===== src/hw/codec_pkg.sv =====
// Behaviour
// Each transmit nibble becomes one 5-bit code group for the serialiser.
// Nibbles 0 to 7 and their code groups map both ways as tabled.
// Nibbles 8 to F and their code groups map both ways as tabled.
// The 16 non-data patterns are control or invalid, never data.
// Idle 11111 fills the line after the end pair while enable is low.
// With the encoder disabled, the group is the raw nibble plus error bit.
// Received 11000 is a start symbol only after idle, else receive error.
// Code 11000 is sent one nibble cycle after transmit enable rises.
// Code 10001 follows as second start symbol; on receive only after J.
// Enable falling sends 01101 then 00111; carrier drops on that pair, after idle during data, or after J without K.
// An invalid code group during receive data valid raises receive error.
// The encoder output is registered, one nibble cycle after its input.
package codec_pkg;

    // ==========================================================
    // Timing
    // ==========================================================
    localparam int SYS_CLK_HZ = 40_000_000;
    localparam int NIBBLE_HZ = 25_000_000;
    localparam int RATE_GCD = 5_000_000;
    // Fractional divider: NIBBLE_STEP ticks out of RATE_MOD cycles
    localparam logic [3:0] NIBBLE_STEP = 4'(NIBBLE_HZ / RATE_GCD);
    localparam logic [3:0] RATE_MOD = 4'(SYS_CLK_HZ / RATE_GCD);
    localparam int FIFO_DEPTH = 8;

    // ==========================================================
    // Code groups
    // ==========================================================
    localparam logic [4:0] CODE_IDLE = 5'h1f;
    localparam logic [4:0] CODE_J = 5'h18;
    localparam logic [4:0] CODE_K = 5'h11;
    localparam logic [4:0] CODE_T = 5'h0d;
    localparam logic [4:0] CODE_R = 5'h07;
    localparam logic [4:0] CODE_H = 5'h04;
    localparam logic [3:0] SSD_NIBBLE = 4'h5;

    typedef struct packed {
        logic en;
        logic er;
        logic [3:0] data;
    } tx_mii_t;

    typedef struct packed {
        logic dv;
        logic er;
        logic crs;
        logic [3:0] data;
    } rx_mii_t;

    typedef struct packed {
        logic is_data;
        logic [3:0] nibble;
    } dec_t;

    // ==========================================================
    // Code table
    // ==========================================================
    function automatic logic [4:0] encode_nibble(input logic [3:0] n);
        logic [4:0] c;
        c = CODE_IDLE;
        case (n)
            4'h0: c = 5'h1e;
            4'h1: c = 5'h09;
            4'h2: c = 5'h14;
            4'h3: c = 5'h15;
            4'h4: c = 5'h0a;
            4'h5: c = 5'h0b;
            4'h6: c = 5'h0e;
            4'h7: c = 5'h0f;
            4'h8: c = 5'h12;
            4'h9: c = 5'h13;
            4'ha: c = 5'h16;
            4'hb: c = 5'h17;
            4'hc: c = 5'h1a;
            4'hd: c = 5'h1b;
            4'he: c = 5'h1c;
            4'hf: c = 5'h1d;
            default: c = CODE_IDLE;
        endcase
        return c;
    endfunction : encode_nibble

    // Inverse by search keeps a single table for both directions
    function automatic dec_t decode_group(input logic [4:0] c);
        dec_t d;
        d = '{is_data: 1'b0, nibble: 4'h0};
        for (int i = 0; i < 16; i++)
        begin
            if (encode_nibble(4'(i)) == c)
            begin
                d.is_data = 1'b1;
                d.nibble = 4'(i);
            end
        end
        return d;
    endfunction : decode_group

endpackage : codec_pkg


===== src/hw/sym_fifo.sv =====
`timescale 1ns/1ps
`default_nettype none
module sym_fifo #(
    parameter int WIDTH = 5,
    parameter int DEPTH = 8
) (
    input wire logic sys_clk,
    input wire logic reset,
    input wire logic [WIDTH-1:0] in_data,
    input wire logic in_valid,
    output logic in_ready,
    output logic [WIDTH-1:0] out_data,
    output logic out_valid,
    input wire logic out_ready
);
    localparam int AW = $clog2(DEPTH);

    logic [WIDTH-1:0] mem [DEPTH];
    logic [AW-1:0] wr_ptr_q;
    logic [AW-1:0] rd_ptr_q;
    logic [AW:0] count_q;
    logic push;
    logic pop;

    assign in_ready = (count_q != (AW+1)'(DEPTH));
    assign out_valid = (count_q != '0);
    assign out_data = mem[rd_ptr_q];
    assign push = in_valid && in_ready;
    assign pop = out_valid && out_ready;

    always_ff @(posedge sys_clk)
    begin
        if (push)
            mem[wr_ptr_q] <= in_data;
    end

    always_ff @(posedge sys_clk or posedge reset)
    begin
        if (reset)
        begin
            wr_ptr_q <= '0;
            rd_ptr_q <= '0;
            count_q <= '0;
        end
        else
        begin
            if (push)
                wr_ptr_q <= (wr_ptr_q == AW'(DEPTH - 1)) ? '0 : wr_ptr_q + 1'b1;
            if (pop)
                rd_ptr_q <= (rd_ptr_q == AW'(DEPTH - 1)) ? '0 : rd_ptr_q + 1'b1;
            if (push && !pop)
                count_q <= count_q + 1'b1;
            else if (pop && !push)
                count_q <= count_q - 1'b1;
        end
    end
endmodule : sym_fifo
`default_nettype wire


===== src/hw/fast_ethernet_4b5b_codec.sv =====
`timescale 1ns/1ps
`default_nettype none
module fast_ethernet_4b5b_codec #(
    parameter int FIFO_DEPTH = codec_pkg::FIFO_DEPTH
) (
    input wire logic sys_clk,
    input wire logic reset,
    input wire logic encode_enable,
    input wire codec_pkg::tx_mii_t tx_mii,
    output logic [4:0] tx_code,
    output logic tx_code_strobe,
    output logic nibble_tick,
    input wire logic [4:0] rx_code,
    input wire logic rx_code_valid,
    output logic rx_code_ready,
    output codec_pkg::rx_mii_t rx_mii,
    output logic rx_strobe
);
    // ==========================================================
    // Nibble rate enable
    // ==========================================================
    // 40 MHz to 25 MHz is not integral: ticks come 5 in 8 cycles
    logic [3:0] acc_q;
    logic [4:0] acc_sum;
    logic tick;

    assign acc_sum = {1'b0, acc_q} + {1'b0, codec_pkg::NIBBLE_STEP};
    assign tick = (acc_sum >= {1'b0, codec_pkg::RATE_MOD});
    assign nibble_tick = tick;

    always_ff @(posedge sys_clk or posedge reset)
    begin
        if (reset)
            acc_q <= 4'h0;
        else if (tick)
            acc_q <= 4'(acc_sum - {1'b0, codec_pkg::RATE_MOD});
        else
            acc_q <= acc_sum[3:0];
    end

    // ==========================================================
    // Transmit encoder
    // ==========================================================
    typedef enum logic [1:0] {
        TX_IDLE = 2'b00,
        TX_SSD_K = 2'b01,
        TX_DATA = 2'b10,
        TX_ESD_R = 2'b11
    } tx_state_t;

    tx_state_t tx_state_q;
    tx_state_t tx_state_d;
    logic [4:0] tx_code_d;
    logic [4:0] tx_code_q;
    logic tx_strobe_q;

    always_comb
    begin
        tx_state_d = tx_state_q;
        tx_code_d = codec_pkg::CODE_IDLE;
        if (!encode_enable)
        begin
            // Raw path: error bit rides in the fifth position
            tx_state_d = TX_IDLE;
            tx_code_d = {tx_mii.er, tx_mii.data};
        end
        else
        begin
            case (tx_state_q)
                TX_IDLE:
                begin
                    if (tx_mii.en)
                    begin
                        tx_code_d = codec_pkg::CODE_J;
                        tx_state_d = TX_SSD_K;
                    end
                    else
                        tx_code_d = codec_pkg::CODE_IDLE;
                end
                TX_SSD_K:
                begin
                    tx_code_d = codec_pkg::CODE_K;
                    tx_state_d = TX_DATA;
                end
                TX_DATA:
                begin
                    if (!tx_mii.en)
                    begin
                        tx_code_d = codec_pkg::CODE_T;
                        tx_state_d = TX_ESD_R;
                    end
                    else if (tx_mii.er)
                        tx_code_d = codec_pkg::CODE_H;
                    else
                        tx_code_d = codec_pkg::encode_nibble(tx_mii.data);
                end
                TX_ESD_R:
                begin
                    tx_code_d = codec_pkg::CODE_R;
                    tx_state_d = TX_IDLE;
                end
                default:
                begin
                    tx_code_d = codec_pkg::CODE_IDLE;
                    tx_state_d = TX_IDLE;
                end
            endcase
        end
    end

    // Registered so substitutions stay one tick behind their nibble
    always_ff @(posedge sys_clk or posedge reset)
    begin
        if (reset)
        begin
            tx_state_q <= TX_IDLE;
            tx_code_q <= codec_pkg::CODE_IDLE;
            tx_strobe_q <= 1'b0;
        end
        else
        begin
            tx_strobe_q <= tick;
            if (tick)
            begin
                tx_state_q <= tx_state_d;
                tx_code_q <= tx_code_d;
            end
        end
    end

    assign tx_code = tx_code_q;
    assign tx_code_strobe = tx_strobe_q;

    // ==========================================================
    // Receive buffer
    // ==========================================================
    logic [4:0] fifo_code;
    logic fifo_valid;
    logic fifo_pop;

    // Decoder drains at the nibble rate; a faster source sees ready fall
    assign fifo_pop = tick;

    sym_fifo #(
        .WIDTH(5),
        .DEPTH(FIFO_DEPTH)
    ) u_rx_fifo (
        .sys_clk(sys_clk),
        .reset(reset),
        .in_data(rx_code),
        .in_valid(rx_code_valid),
        .in_ready(rx_code_ready),
        .out_data(fifo_code),
        .out_valid(fifo_valid),
        .out_ready(fifo_pop)
    );

    // ==========================================================
    // Receive decoder
    // ==========================================================
    typedef enum logic [1:0] {
        RX_IDLE = 2'b00,
        RX_GOT_J = 2'b01,
        RX_DATA = 2'b10,
        RX_GOT_T = 2'b11
    } rx_state_t;

    rx_state_t rx_state_q;
    rx_state_t rx_state_d;
    codec_pkg::rx_mii_t rx_d;
    codec_pkg::rx_mii_t rx_q;
    codec_pkg::dec_t dec;
    logic rx_strobe_q;

    assign dec = codec_pkg::decode_group(fifo_code);

    always_comb
    begin
        rx_state_d = rx_state_q;
        rx_d = '{dv: 1'b0, er: 1'b0, crs: 1'b0, data: 4'h0};
        case (rx_state_q)
            RX_IDLE:
            begin
                if (fifo_code == codec_pkg::CODE_J)
                begin
                    rx_d.crs = 1'b1;
                    rx_d.data = codec_pkg::SSD_NIBBLE;
                    rx_state_d = RX_GOT_J;
                end
            end
            RX_GOT_J:
            begin
                rx_d.crs = 1'b1;
                if (fifo_code == codec_pkg::CODE_K)
                begin
                    rx_d.dv = 1'b1;
                    rx_d.data = codec_pkg::SSD_NIBBLE;
                    rx_state_d = RX_DATA;
                end
                else
                begin
                    rx_d.er = 1'b1;
                    rx_state_d = RX_IDLE;
                end
            end
            RX_DATA:
            begin
                rx_d.crs = 1'b1;
                rx_d.dv = 1'b1;
                if (dec.is_data)
                    rx_d.data = dec.nibble;
                else if (fifo_code == codec_pkg::CODE_T)
                    rx_state_d = RX_GOT_T;
                else if (fifo_code == codec_pkg::CODE_IDLE)
                begin
                    // Stream cut without end pair
                    rx_d.er = 1'b1;
                    rx_state_d = RX_IDLE;
                end
                else
                    rx_d.er = 1'b1;
            end
            RX_GOT_T:
            begin
                if (fifo_code == codec_pkg::CODE_R)
                    rx_state_d = RX_IDLE;
                else
                begin
                    rx_d.crs = 1'b1;
                    rx_d.dv = 1'b1;
                    rx_d.er = 1'b1;
                    rx_state_d = RX_DATA;
                end
            end
            default:
                rx_state_d = RX_IDLE;
        endcase
    end

    always_ff @(posedge sys_clk or posedge reset)
    begin
        if (reset)
        begin
            rx_state_q <= RX_IDLE;
            rx_q <= '{dv: 1'b0, er: 1'b0, crs: 1'b0, data: 4'h0};
            rx_strobe_q <= 1'b0;
        end
        else
        begin
            rx_strobe_q <= tick && fifo_valid;
            if (tick && fifo_valid)
            begin
                rx_state_q <= rx_state_d;
                rx_q <= rx_d;
            end
        end
    end

    assign rx_mii = rx_q;
    assign rx_strobe = rx_strobe_q;
endmodule : fast_ethernet_4b5b_codec
`default_nettype wire


===== config.mk =====
export PLATFORM = sky130hd
export DESIGN_NAME = fast_ethernet_4b5b_codec
export DESIGN_NICKNAME = d
export VERILOG_FILES = /design/src/hw/codec_pkg.sv /design/src/hw/sym_fifo.sv /design/src/hw/fast_ethernet_4b5b_codec.sv
export SDC_FILE = /design/constraint.sdc
export NUM_CORES = 1
export LEC_CHECK = 0
export BUFFER_PORTS_ARGS = -buffer_cell sky130_fd_sc_hd__buf_4
export CAP_MARGIN = 20
export CORE_MARGIN = 5
export CORE_UTILIZATION = 53
export DETAILED_ROUTE_END_ITERATION = 8
export HOLD_SLACK_MARGIN = 0.12
export PLACE_DENSITY = 0.77
export SLEW_MARGIN = 20
export SYNTH_ARGS = -nofsm -noshare
export SYNTH_HDL_FRONTEND = slang
export SYNTH_SLANG_ARGS = --single-unit

===== constraint.sdc =====
create_clock -name sys_clk -period 3.4 [get_ports sys_clk]
set_input_delay 0.34 -clock sys_clk [delete_from_list [all_inputs] [get_ports sys_clk]]
set_output_delay 0.34 -clock sys_clk [all_outputs]
set_load 0.02 [all_outputs]

==> results of run 1 <==
[sequential cells by signal (all words and copies together) (netlist names)]
signal and flops:
rx_strobe 1, tx_state_q 2, u_rx_fifo.rd_ptr_q 3, tx_code_strobe 1, rx_state_q 2, acc_q 4, rx_mii 7, u_rx_fifo.wr_ptr_q 3
u_rx_fifo.count_q 4, tx_code 5, u_rx_fifo.mem 40
[kinds of logic (layout without fill, tap and decap cells)]
family | Yosys count | in the layout | synth area share
DFF | 72 | 72 | 0.563
muxes | 25 | 25 | 0.118
and+or+nand+nor | 73 | 73 | 0.0954
adders and majority gates | 20 | 20 | 0.0723
xor gates and xnor gates | 10 | 10 | 0.0246
buffers and inverters | 23 | 68 | 0.0281
AOI/OAI and AO/OA | 50 | 50 | 0.0983
[area by class of cell]
class | count | share of cell area
Clock buffer | 9 | 0.0303
Clock inverter | 7 | 0.0156
Inverter | 16 | 0.0147
Multi-Input combinational cell | 178 | 0.357
Sequential cell | 72 | 0.492
Tap cell | 77 | 0.0236
Timing Repair Buffer | 36 | 0.0668
[layer usage]
metal  part of all wire  track usage  wire (um)  vias up
li1                   -            -          -     1100
met1               0.46        0.212       2800     1054
met2               0.49        0.251       2970       46
met3              0.045       0.0696        276        5
met4              0.011       0.0470         67        0
met5                  0            0          0        -
[path summary, 6_finish.rpt]
check                                        to  cells after the start
setup / recovery           u_rx_fifo.count_q[3]                     12
hold / removal              u_rx_fifo.mem[4][2]                      1
setup reg to reg           u_rx_fifo.count_q[3]                     12
hold reg to reg                      tx_code[2]                      2
max in group asynchronous         rx_state_q[0]                      4
min in group asynchronous              acc_q[2]                      3
[where the power goes]
part	total, mW	internal [mW]	switching (mW)
combinational	1.47	0.713	0.759
clock	0.635	0.281	0.354
sequential	1.31	1.13	0.178
[layout by cell type, fill, tap and decap left out, types with 4 or more instances in the layout]
cell       n
a21o_1     7
a21oi_1    8
buf_4     35
clkbuf_8   9
dfrtp_1   27
dfstp_2    5
edfxtp_1  40
ha_1      19
inv_1     15
mux2_2     5
mux4_2     9
nand2_1   22
nand2b_1   4
nand3_1    7
nor2_1    19
nor3_1     9
o21ai_0   13
xnor2_1    9
[stage by stage]
step	utilization	setup slack, ps	hold slack [ps]
after floorplan	-	217	439
after global placement	0.602	605	455
after detailed placement	0.602	576	471
after CTS	0.631	576	200
after global routing	0.632	359	186
final	0.632	591	218
[what timing repair did]
item	in CTS	in global routing
endpoints found under the hold margin	0	19
hold buffers	0	1
setup buffers	0	0
==> flow_summary.json, run 1 <==
{
  "route.detailed.drc": 0,
  "async_reset_ff_frac": 0.444,
  "final_cell_area_um2": 4080,
  "drive_gt1_frac": 0.252,
  "cts_sinks": 72,
  "cap_violations": 0,
  "p_total_mw": 3.42,
  "core_um2": 6460,
  "finalCritPeriodShare": 0.826,
  "p_per_area_nw_per_um2": 837,
  "worstSetupEndpointType": "flip-flop",
  "synth.largest_area_cell": "edfxtp_1",
  "tns_ps": 0,
  "vdd_drop_max_mv": 0.382,
  "critPathBufInv": 1,
  "rrSetupSlack_ps": 590,
  "grt_pass1_vias": 2149,
  "worstPathCellList": "ha_1 -> nand4b_1 -> a21oi_1 -> a21o_2 -> ha_1 -> inv_1 -> ha_1 -> a21o_1 -> a21oi_1 -> xnor2_1 -> nor2_1 -> xnor2_1",
  "clk_latency_ps": 350,
  "worstHoldStart": "rx_code[2]",
  "tightest_slew_ps": 922,
  "setup_violations": 0,
  "layout.cells.non_filler": 395,
  "nNetsFinal": 348,
  "routed_wl_um": 6110,
  "ys_seq_area_frac": 0.563,
  "fp-row-count": 29,
  "fp.dieW_um": 92.0,
  "min_path_type": "primary input to flip-flop",
  "post_cts_resized": 0,
  "top_level_ports": 31,
  "synth.avg_cell_area_um2": 13.1,
  "crit_start": "acc_q[0]",
  "grt_max_degree": 26,
  "portBuffers": 30,
  "synth-edff-count": 40,
  "startpoint_type": "flip-flop",
  "cts_root_buffer": "clkbuf_8",
  "reg2reg_from": "acc_q[0]",
  "postPlaceCellArea_um2": 3880,
  "fin_crit_ps": 2810,
  "ant_nets": 0,
  "cp_slowest_cell": "dfrtp_1",
  "track_usage": 0.163,
  "htree_levels": 3,
  "fmax_ghz": 0.356,
  "cts_tree": "done",
  "path_clk_slew_ps": 80,
  "start_util": 0.552,
  "clk_path_buf_depth": 2,
  "viasPerCell": 5.58,
  "cpPeakStageDelay_ps": 450,
  "timing.slew.headroom": 0.381,
  "cts_buffers": 9,
  "multi_input_area_um2": 1460,
  "dp_hpwl_um": 4420,
  "synth_area_leaders": "edfxtp_1 34%, dfrtp_1 19%, ha_1 6.7%",
  "yosysUniqueCellTypes": 54,
  "arrival_ps": 3050,
  "rsz0062_at_grt": "no",
  "cp_top_family": "compound AO/OA/AOI/OAI gates",
  "die_h_um": 92.0,
  "status": "complete, no violations",
  "synth_seq_cells": 72,
  "grt_pass1_wl_um": 10600,
  "ys_warn_count": 0,
  "synth_cells": 273,
  "hold_viol_final": 0,
  "required_ps": 3650,
  "num_vias": 2205,
  "antennaDiodeCount": 0,
  "dieArea_um2": 8470,
  "finalClockSkew_ps": 9.85,
  "synth_nets": 308,
  "crit_type": "flip-flop to flip-flop",
  "drt_iter0_drc": 88,
  "synthTopCellsByCount": "40 x edfxtp_1, 27 x dfrtp_1, 22 x nand2_1",
  "synthFlopType": "edfxtp_1",
  "fillerInstances": 483,
  "antenna_found_initial": 0,
  "p_leak_nw": 1.68,
  "netlist_area_um2": 3570,
  "grt-ovfl-total": 0,
  "synth_most_common_cell": "edfxtp_1",
  "dr.pass1.iters": 4,
  "report.final.slew_viol_count": 0,
  "worst-path-max-fanout": 21,
  "gp_congestion": 0.896,
  "yosys.area.top_type_share": 0.337,
  "syn2layout_area_growth_pct": 14.5,
  "regArea_um2": 2010,
  "critPathMostFrequentCell": "ha_1",
  "wire_per_inst_um": 15.5,
  "dpl.cell_count": 378
}
(Power assumes the default switching activity.)
==> run 2: changes to the inputs <==
- clock period: 3.4 -> 2.4 ns (I/O delays scaled with it)
==> run 2 against run 1 <==
Sequential power increased by 39%. Critical path type unchanged. Cell count increased by 5.8%. Routed wire length increased by 15%. Hold slack got worse by 86 ps. Worst setup slack got worse by 510 ps. Non-clock buffer count increased by 23.
==> flow_summary.json, run 2 (synthesis results as in run 1) <==
{
  "status": "complete, no violations",
  "clockPowerShare": 0.162,
  "tns_ps": 0,
  "arrival_ps": 2550,
  "die_h_um": 92.0,
  "grt_max_degree": 21,
  "antenna_found_initial": 0,
  "report.final.slew_viol_count": 0,
  "drive_gt1_frac": 0.340,
  "critPathMostFrequentCell": "mux2_4",
  "clk_path_buf_depth": 2,
  "track_usage": 0.173,
  "fmax_ghz": 0.431,
  "clk_latency_ps": 340,
  "vdd_drop_max_mv": 0.679,
  "dpl.cell_count": 398,
  "dieArea_um2": 8470,
  "syn2layout_area_growth_pct": 22.0,
  "fin_crit_ps": 2320,
  "cts_tree": "done",
  "hold_viol_final": 0,
  "antennaDiodeCount": 0,
  "regMostFlops": "u_rx_fifo.mem",
  "timing.slew.headroom": 0.310,
  "dp_hpwl_um": 4940,
  "finalClockSkew_ps": 11.6,
  "route.detailed.drc": 0,
  "worst-path-max-fanout": 5,
  "ant_nets": 0,
  "viasPerCell": 5.63,
  "min_path_cells": 1,
  "final_cell_mix": "54 x buf_4, 40 x edfxtp_1, 24 x dfrtp_1",
  "crit_type": "flip-flop to flip-flop",
  "ff2ff_path_depth": 8,
  "grt_pass1_wl_um": 11600,
  "p_per_area_nw_per_um2": 1230,
  "fp.dieW_um": 92.0,
  "path_clk_slew_ps": 90,
  "wire_per_inst_um": 16.8,
  "startpoint_type": "flip-flop",
  "tightest_slew_ps": 1030,
  "start_util": 0.552,
  "final_common_cell": "buf_4",
  "drt_iter0_drc": 123,
  "dr.pass1.iters": 4,
  "cp_slowest_cell": "mux4_2",
  "num_vias": 2354,
  "pwr-share-seq": 0.338,
  "core_um2": 6460,
  "fillerInstances": 480,
  "min_path_type": "primary input to flip-flop",
  "htree_levels": 3,
  "required_ps": 2630,
  "cts_root_buffer": "clkbuf_8",
  "rrSetupSlack_ps": 80,
  "cts_sinks": 72,
  "top_level_ports": 31,
  "cpPeakStageDelay_ps": 540,
  "p_leak_nw": 1.80,
  "finalCritPeriodShare": 0.966,
  "portBuffers": 30,
  "cap_violations": 0,
  "setup_violations": 0,
  "switchingPower_mw": 2.00,
  "p_int_mw": 3.37,
  "nNetsFinal": 371,
  "fp-row-count": 29,
  "layout.cells.non_filler": 418,
  "gp_congestion": 0.883,
  "grt_pass1_vias": 2336,
  "rsz0062_at_grt": "yes",
  "grt-ovfl-total": 0,
  "power.share.switching": 0.373,
  "cts_buffers": 9,
  "largest_reg_flops": 40,
  "worstSetupEndpointType": "flip-flop",
  "worstPathCellList": "buf_12 -> mux4_2 -> mux2_4 -> buf_4 -> and3_1 -> nand2_1 -> a211o_2 -> mux2_4",
  "routed_wl_um": 7020,
  "comb_power_share": 0.500
}
-- run 2: cell count changes in the layout (fill, tap and decap cells not counted), sizes merged --
cell,previous run,this run
buf,35,57
clkinv,2,3
dlygate4sd3,1,2
inv,19,18
-- run 2: area by class of cell --
| cell class | count | area, um2 | share of cell area |
|---|---|---|---|
| Multi-Input combinational cell | 178 | 1520 | 0.350 |
| Timing Repair Buffer | 59 | 477 | 0.110 |
| Sequential cell | 72 | 2010 | 0.462 |
| Inverter | 16 | 62.6 | 0.0144 |
| Clock inverter | 7 | 55.1 | 0.0127 |
| Clock buffer | 9 | 124 | 0.0285 |
| Tap cell | 77 | 96.3 | 0.0221 |
-- run 2: per-layer routing --
metal,part of all wire,up-vias,GRT usage
li1,-,1146,-
met1,0.45,1157,0.231
met2,0.50,45,0.288
met3,0.042,6,0.0311
met4,0.0084,0,0.0594
met5,0,-,0
-- run 2: worst max-delay path, delay by kind of cell (launching register included) --
| kind | cells | cell delay (ps) |
|---|---|---|
| buffers and inverters | 2 | 290 |
| multiplexers | 3 | 1140 |
| AND/OR/NAND/NOR | 2 | 230 |
| flip-flops | 1 | 390 |
| AO/OA/AOI/OAI | 1 | 150 |
-- run 2: what timing repair did --
action	4_1_cts	5_1_grt
gates resized for setup	1	10
hold buffers	2	0
hold endpoints to repair	16	0
buffers inserted	0	2
setup endpoints to repair	2	6
pin swaps	0	4
-- run 2: power by group through the flow --
stage               Sequential [mW]  Clock (mW)  Combinational (mW)
finish                         1.82       0.869                2.68
global route                   1.85       0.943                2.95
CTS                            1.81       0.883                2.55
detailed placement             1.83           0                2.52
global placement               1.82           0                2.44
floorplan                      1.85           0                1.70
-- run 2: final timing paths --
check,start,to
worst max-delay path,u_rx_fifo.rd_ptr_q[0],rx_state_q[1]
worst min register to register,tx_code[2],tx_code[2]
worst min-delay path,rx_code[4],u_rx_fifo.mem[1][4]
max in group asynchronous,reset,tx_code[1]
worst max register to register,u_rx_fifo.rd_ptr_q[0],rx_state_q[1]
min in group asynchronous,reset,rx_mii[6]
-- run 2: per-stage QoR --
stage	power, mW	util	worst slack (ps)	hold WS (ps)	cell area (um2)
detailed placement	4.35	0.634	-13.3	429	4100
finish	5.37	0.674	82.0	132	4350
global placement	4.26	0.634	73.0	413	4100
global route	5.74	0.674	-73.5	126	4350
CTS	5.24	0.666	4.17	121	4300
floorplan	3.56	-	-132	339	3620
==> run 3: changes to the inputs <==
- CORE_UTILIZATION: 53 -> 55
- PLACE_DENSITY: 0.77 -> 0.76
- clock period: 2.4 -> 2.9 ns (I/O delays scaled with it)
==> run 3 against run 2 <==
Worst setup slack gained 190 ps. Die area shrank 3.2%. Global-route usage shrank 0.74 points. Clock skew shrank 3.5 ps. Critical path type unchanged. Core utilization shrank 1.3 points.
==> flow_summary.json, run 3 (synthesis results as in run 1) <==
{
  "status": "complete, no violations",
  "cts_tree": "done",
  "p_leak_nw": 1.74,
  "nNetsFinal": 356,
  "crit_type": "flip-flop to flip-flop",
  "clk_latency_ps": 350,
  "core_um2": 6310,
  "route.detailed.drc": 0,
  "ant_nets": 0,
  "grt_max_degree": 33,
  "cts_sinks": 72,
  "viasPerCell": 5.61,
  "hold_viol_final": 0,
  "whs_ps": 162,
  "arrival_ps": 2870,
  "grt_pass1_vias": 2260,
  "htree_levels": 3,
  "syn2layout_area_growth_pct": 16.9,
  "antenna_found_initial": 0,
  "wire_per_inst_um": 16.1,
  "tightest_slew_ps": 540,
  "setup_violations": 0,
  "timing.slew.headroom": 0.639,
  "die_h_um": 90.5,
  "clk_path_buf_depth": 2,
  "startpoint_type": "flip-flop",
  "finalClockSkew_ps": 8.14,
  "antennaDiodeCount": 0,
  "cts_root_buffer": "clkbuf_8",
  "fmax_ghz": 0.381,
  "grt-ovfl-total": 0,
  "finalCritPeriodShare": 0.905,
  "p_total_mw": 4.21,
  "regMostFlops": "u_rx_fifo.mem",
  "utilization": 0.660,
  "post_cts_buffers": 0,
  "cap_violations": 0,
  "postPlaceCellArea_um2": 3950,
  "dieArea_um2": 8190,
  "start_util": 0.565,
  "required_ps": 3140,
  "final_common_cell": "buf_4",
  "dp_hpwl_um": 4640,
  "worst-path-max-fanout": 9,
  "report.final.slew_viol_count": 0,
  "largest_reg_flops": 40,
  "vdd_drop_max_mv": 0.525,
  "cts_buffers": 9,
  "final_cell_mix": "43 x buf_4, 40 x edfxtp_1, 26 x dfrtp_1",
  "fp.dieW_um": 90.5,
  "gp_congestion": 0.872,
  "rsz0062_at_grt": "no",
  "worstSetupEndpointType": "flip-flop",
  "num_vias": 2259,
  "drive_gt1_frac": 0.276,
  "drt_iter0_drc": 108,
  "fin_crit_ps": 2620,
  "fp-row-count": 29,
  "portBuffers": 30,
  "track_usage": 0.166,
  "min_path_type": "primary input to flip-flop",
  "top_level_ports": 31,
  "tns_ps": 0,
  "p_per_area_nw_per_um2": 1010,
  "final_cell_area_um2": 4170,
  "dr.pass1.iters": 4,
  "routed_wl_um": 6480,
  "grt_pass1_wl_um": 10700,
  "path_clk_slew_ps": 90
}
run 3: cell count changes in the layout (fill, tap and decap cells not counted), moves of 2 or more:
cell | before | now
buf_4 | 54 | 43
ha_1 | 16 | 19
buf_12 | 2 | 0
clkinvlp_4 | 2 | 0
dfrtp_1 | 24 | 26
dfrtp_2 | 3 | 1
ha_4 | 2 | 0
inv_6 | 2 | 4
mux2i_1 | 1 | 3
mux2i_4 | 3 | 1
nor3_1 | 7 | 9
nor3_2 | 2 | 0
run 3: metal layers:
layer | part of all wire | GRT usage
met2 | 0.49 | 0.267
met5 | 0 | 0
met3 | 0.038 | 0.0342
met1 | 0.45 | 0.211
met4 | 0.022 | 0.0868
run 3: metrics by stage:
step           setup slack [ps]  instances
6_report                    277        403
3_3_place_gp                223        386
3_5_place_dp                182        386
2_1_floorplan              30.8        273
5_1_grt                    61.7        403
4_1_cts                     175        403
run 3: final timing paths:
kind	start	to	slack, ps	depth (start not counted)
max in group asynchronous	reset	tx_code[1]	1990	4
worst min register to register	tx_code[2]	tx_code[2]	460	2
worst max register to register	u_rx_fifo.count_q[0]	u_rx_fifo.count_q[3]	280	12
worst max-delay path	u_rx_fifo.count_q[0]	u_rx_fifo.count_q[3]	280	12
min in group asynchronous	reset	rx_state_q[1]	580	4
worst min-delay path	rx_code[1]	u_rx_fifo.mem[7][1]	160	1
run 3: what timing repair did:
item | CTS | global route
hold buffers | 1 | 0
endpoints found under the setup margin | 0 | 2
resized for setup | 0 | 1
hold endpoints to repair | 27 | 0
run 3: report_power, final:
group | switching [mW] | internal (mW) | leakage, nW
logic | 0.921 | 0.893 | 0.881
registers | 0.224 | 1.33 | 0.756
clock network | 0.426 | 0.417 | 0.107
run 3: worst max-delay path: stages, from the launching register on:
cell,delay [ps]
dfrtp_1,440
nor3_1,280
nand2_1,150
nand2_1,250
inv_1,130
ha_1,220
inv_1,120
ha_1,240
a21o_1,180
a21oi_1,180
xnor2_1,140
nor2_1,70
xnor2_1,120
run 3: cell type report:
| cell class | instances | area [um2] |
|---|---|---|
| Tap cell | 77 | 96.3 |
| Multi-Input combinational cell | 178 | 1460 |
| Inverter | 16 | 60.1 |
| Fill cell | 472 | 2140 |
| Clock buffer | 9 | 124 |
| Clock inverter | 7 | 85.1 |
| Timing Repair Buffer | 44 | 333 |
| Sequential cell | 72 | 2010 |
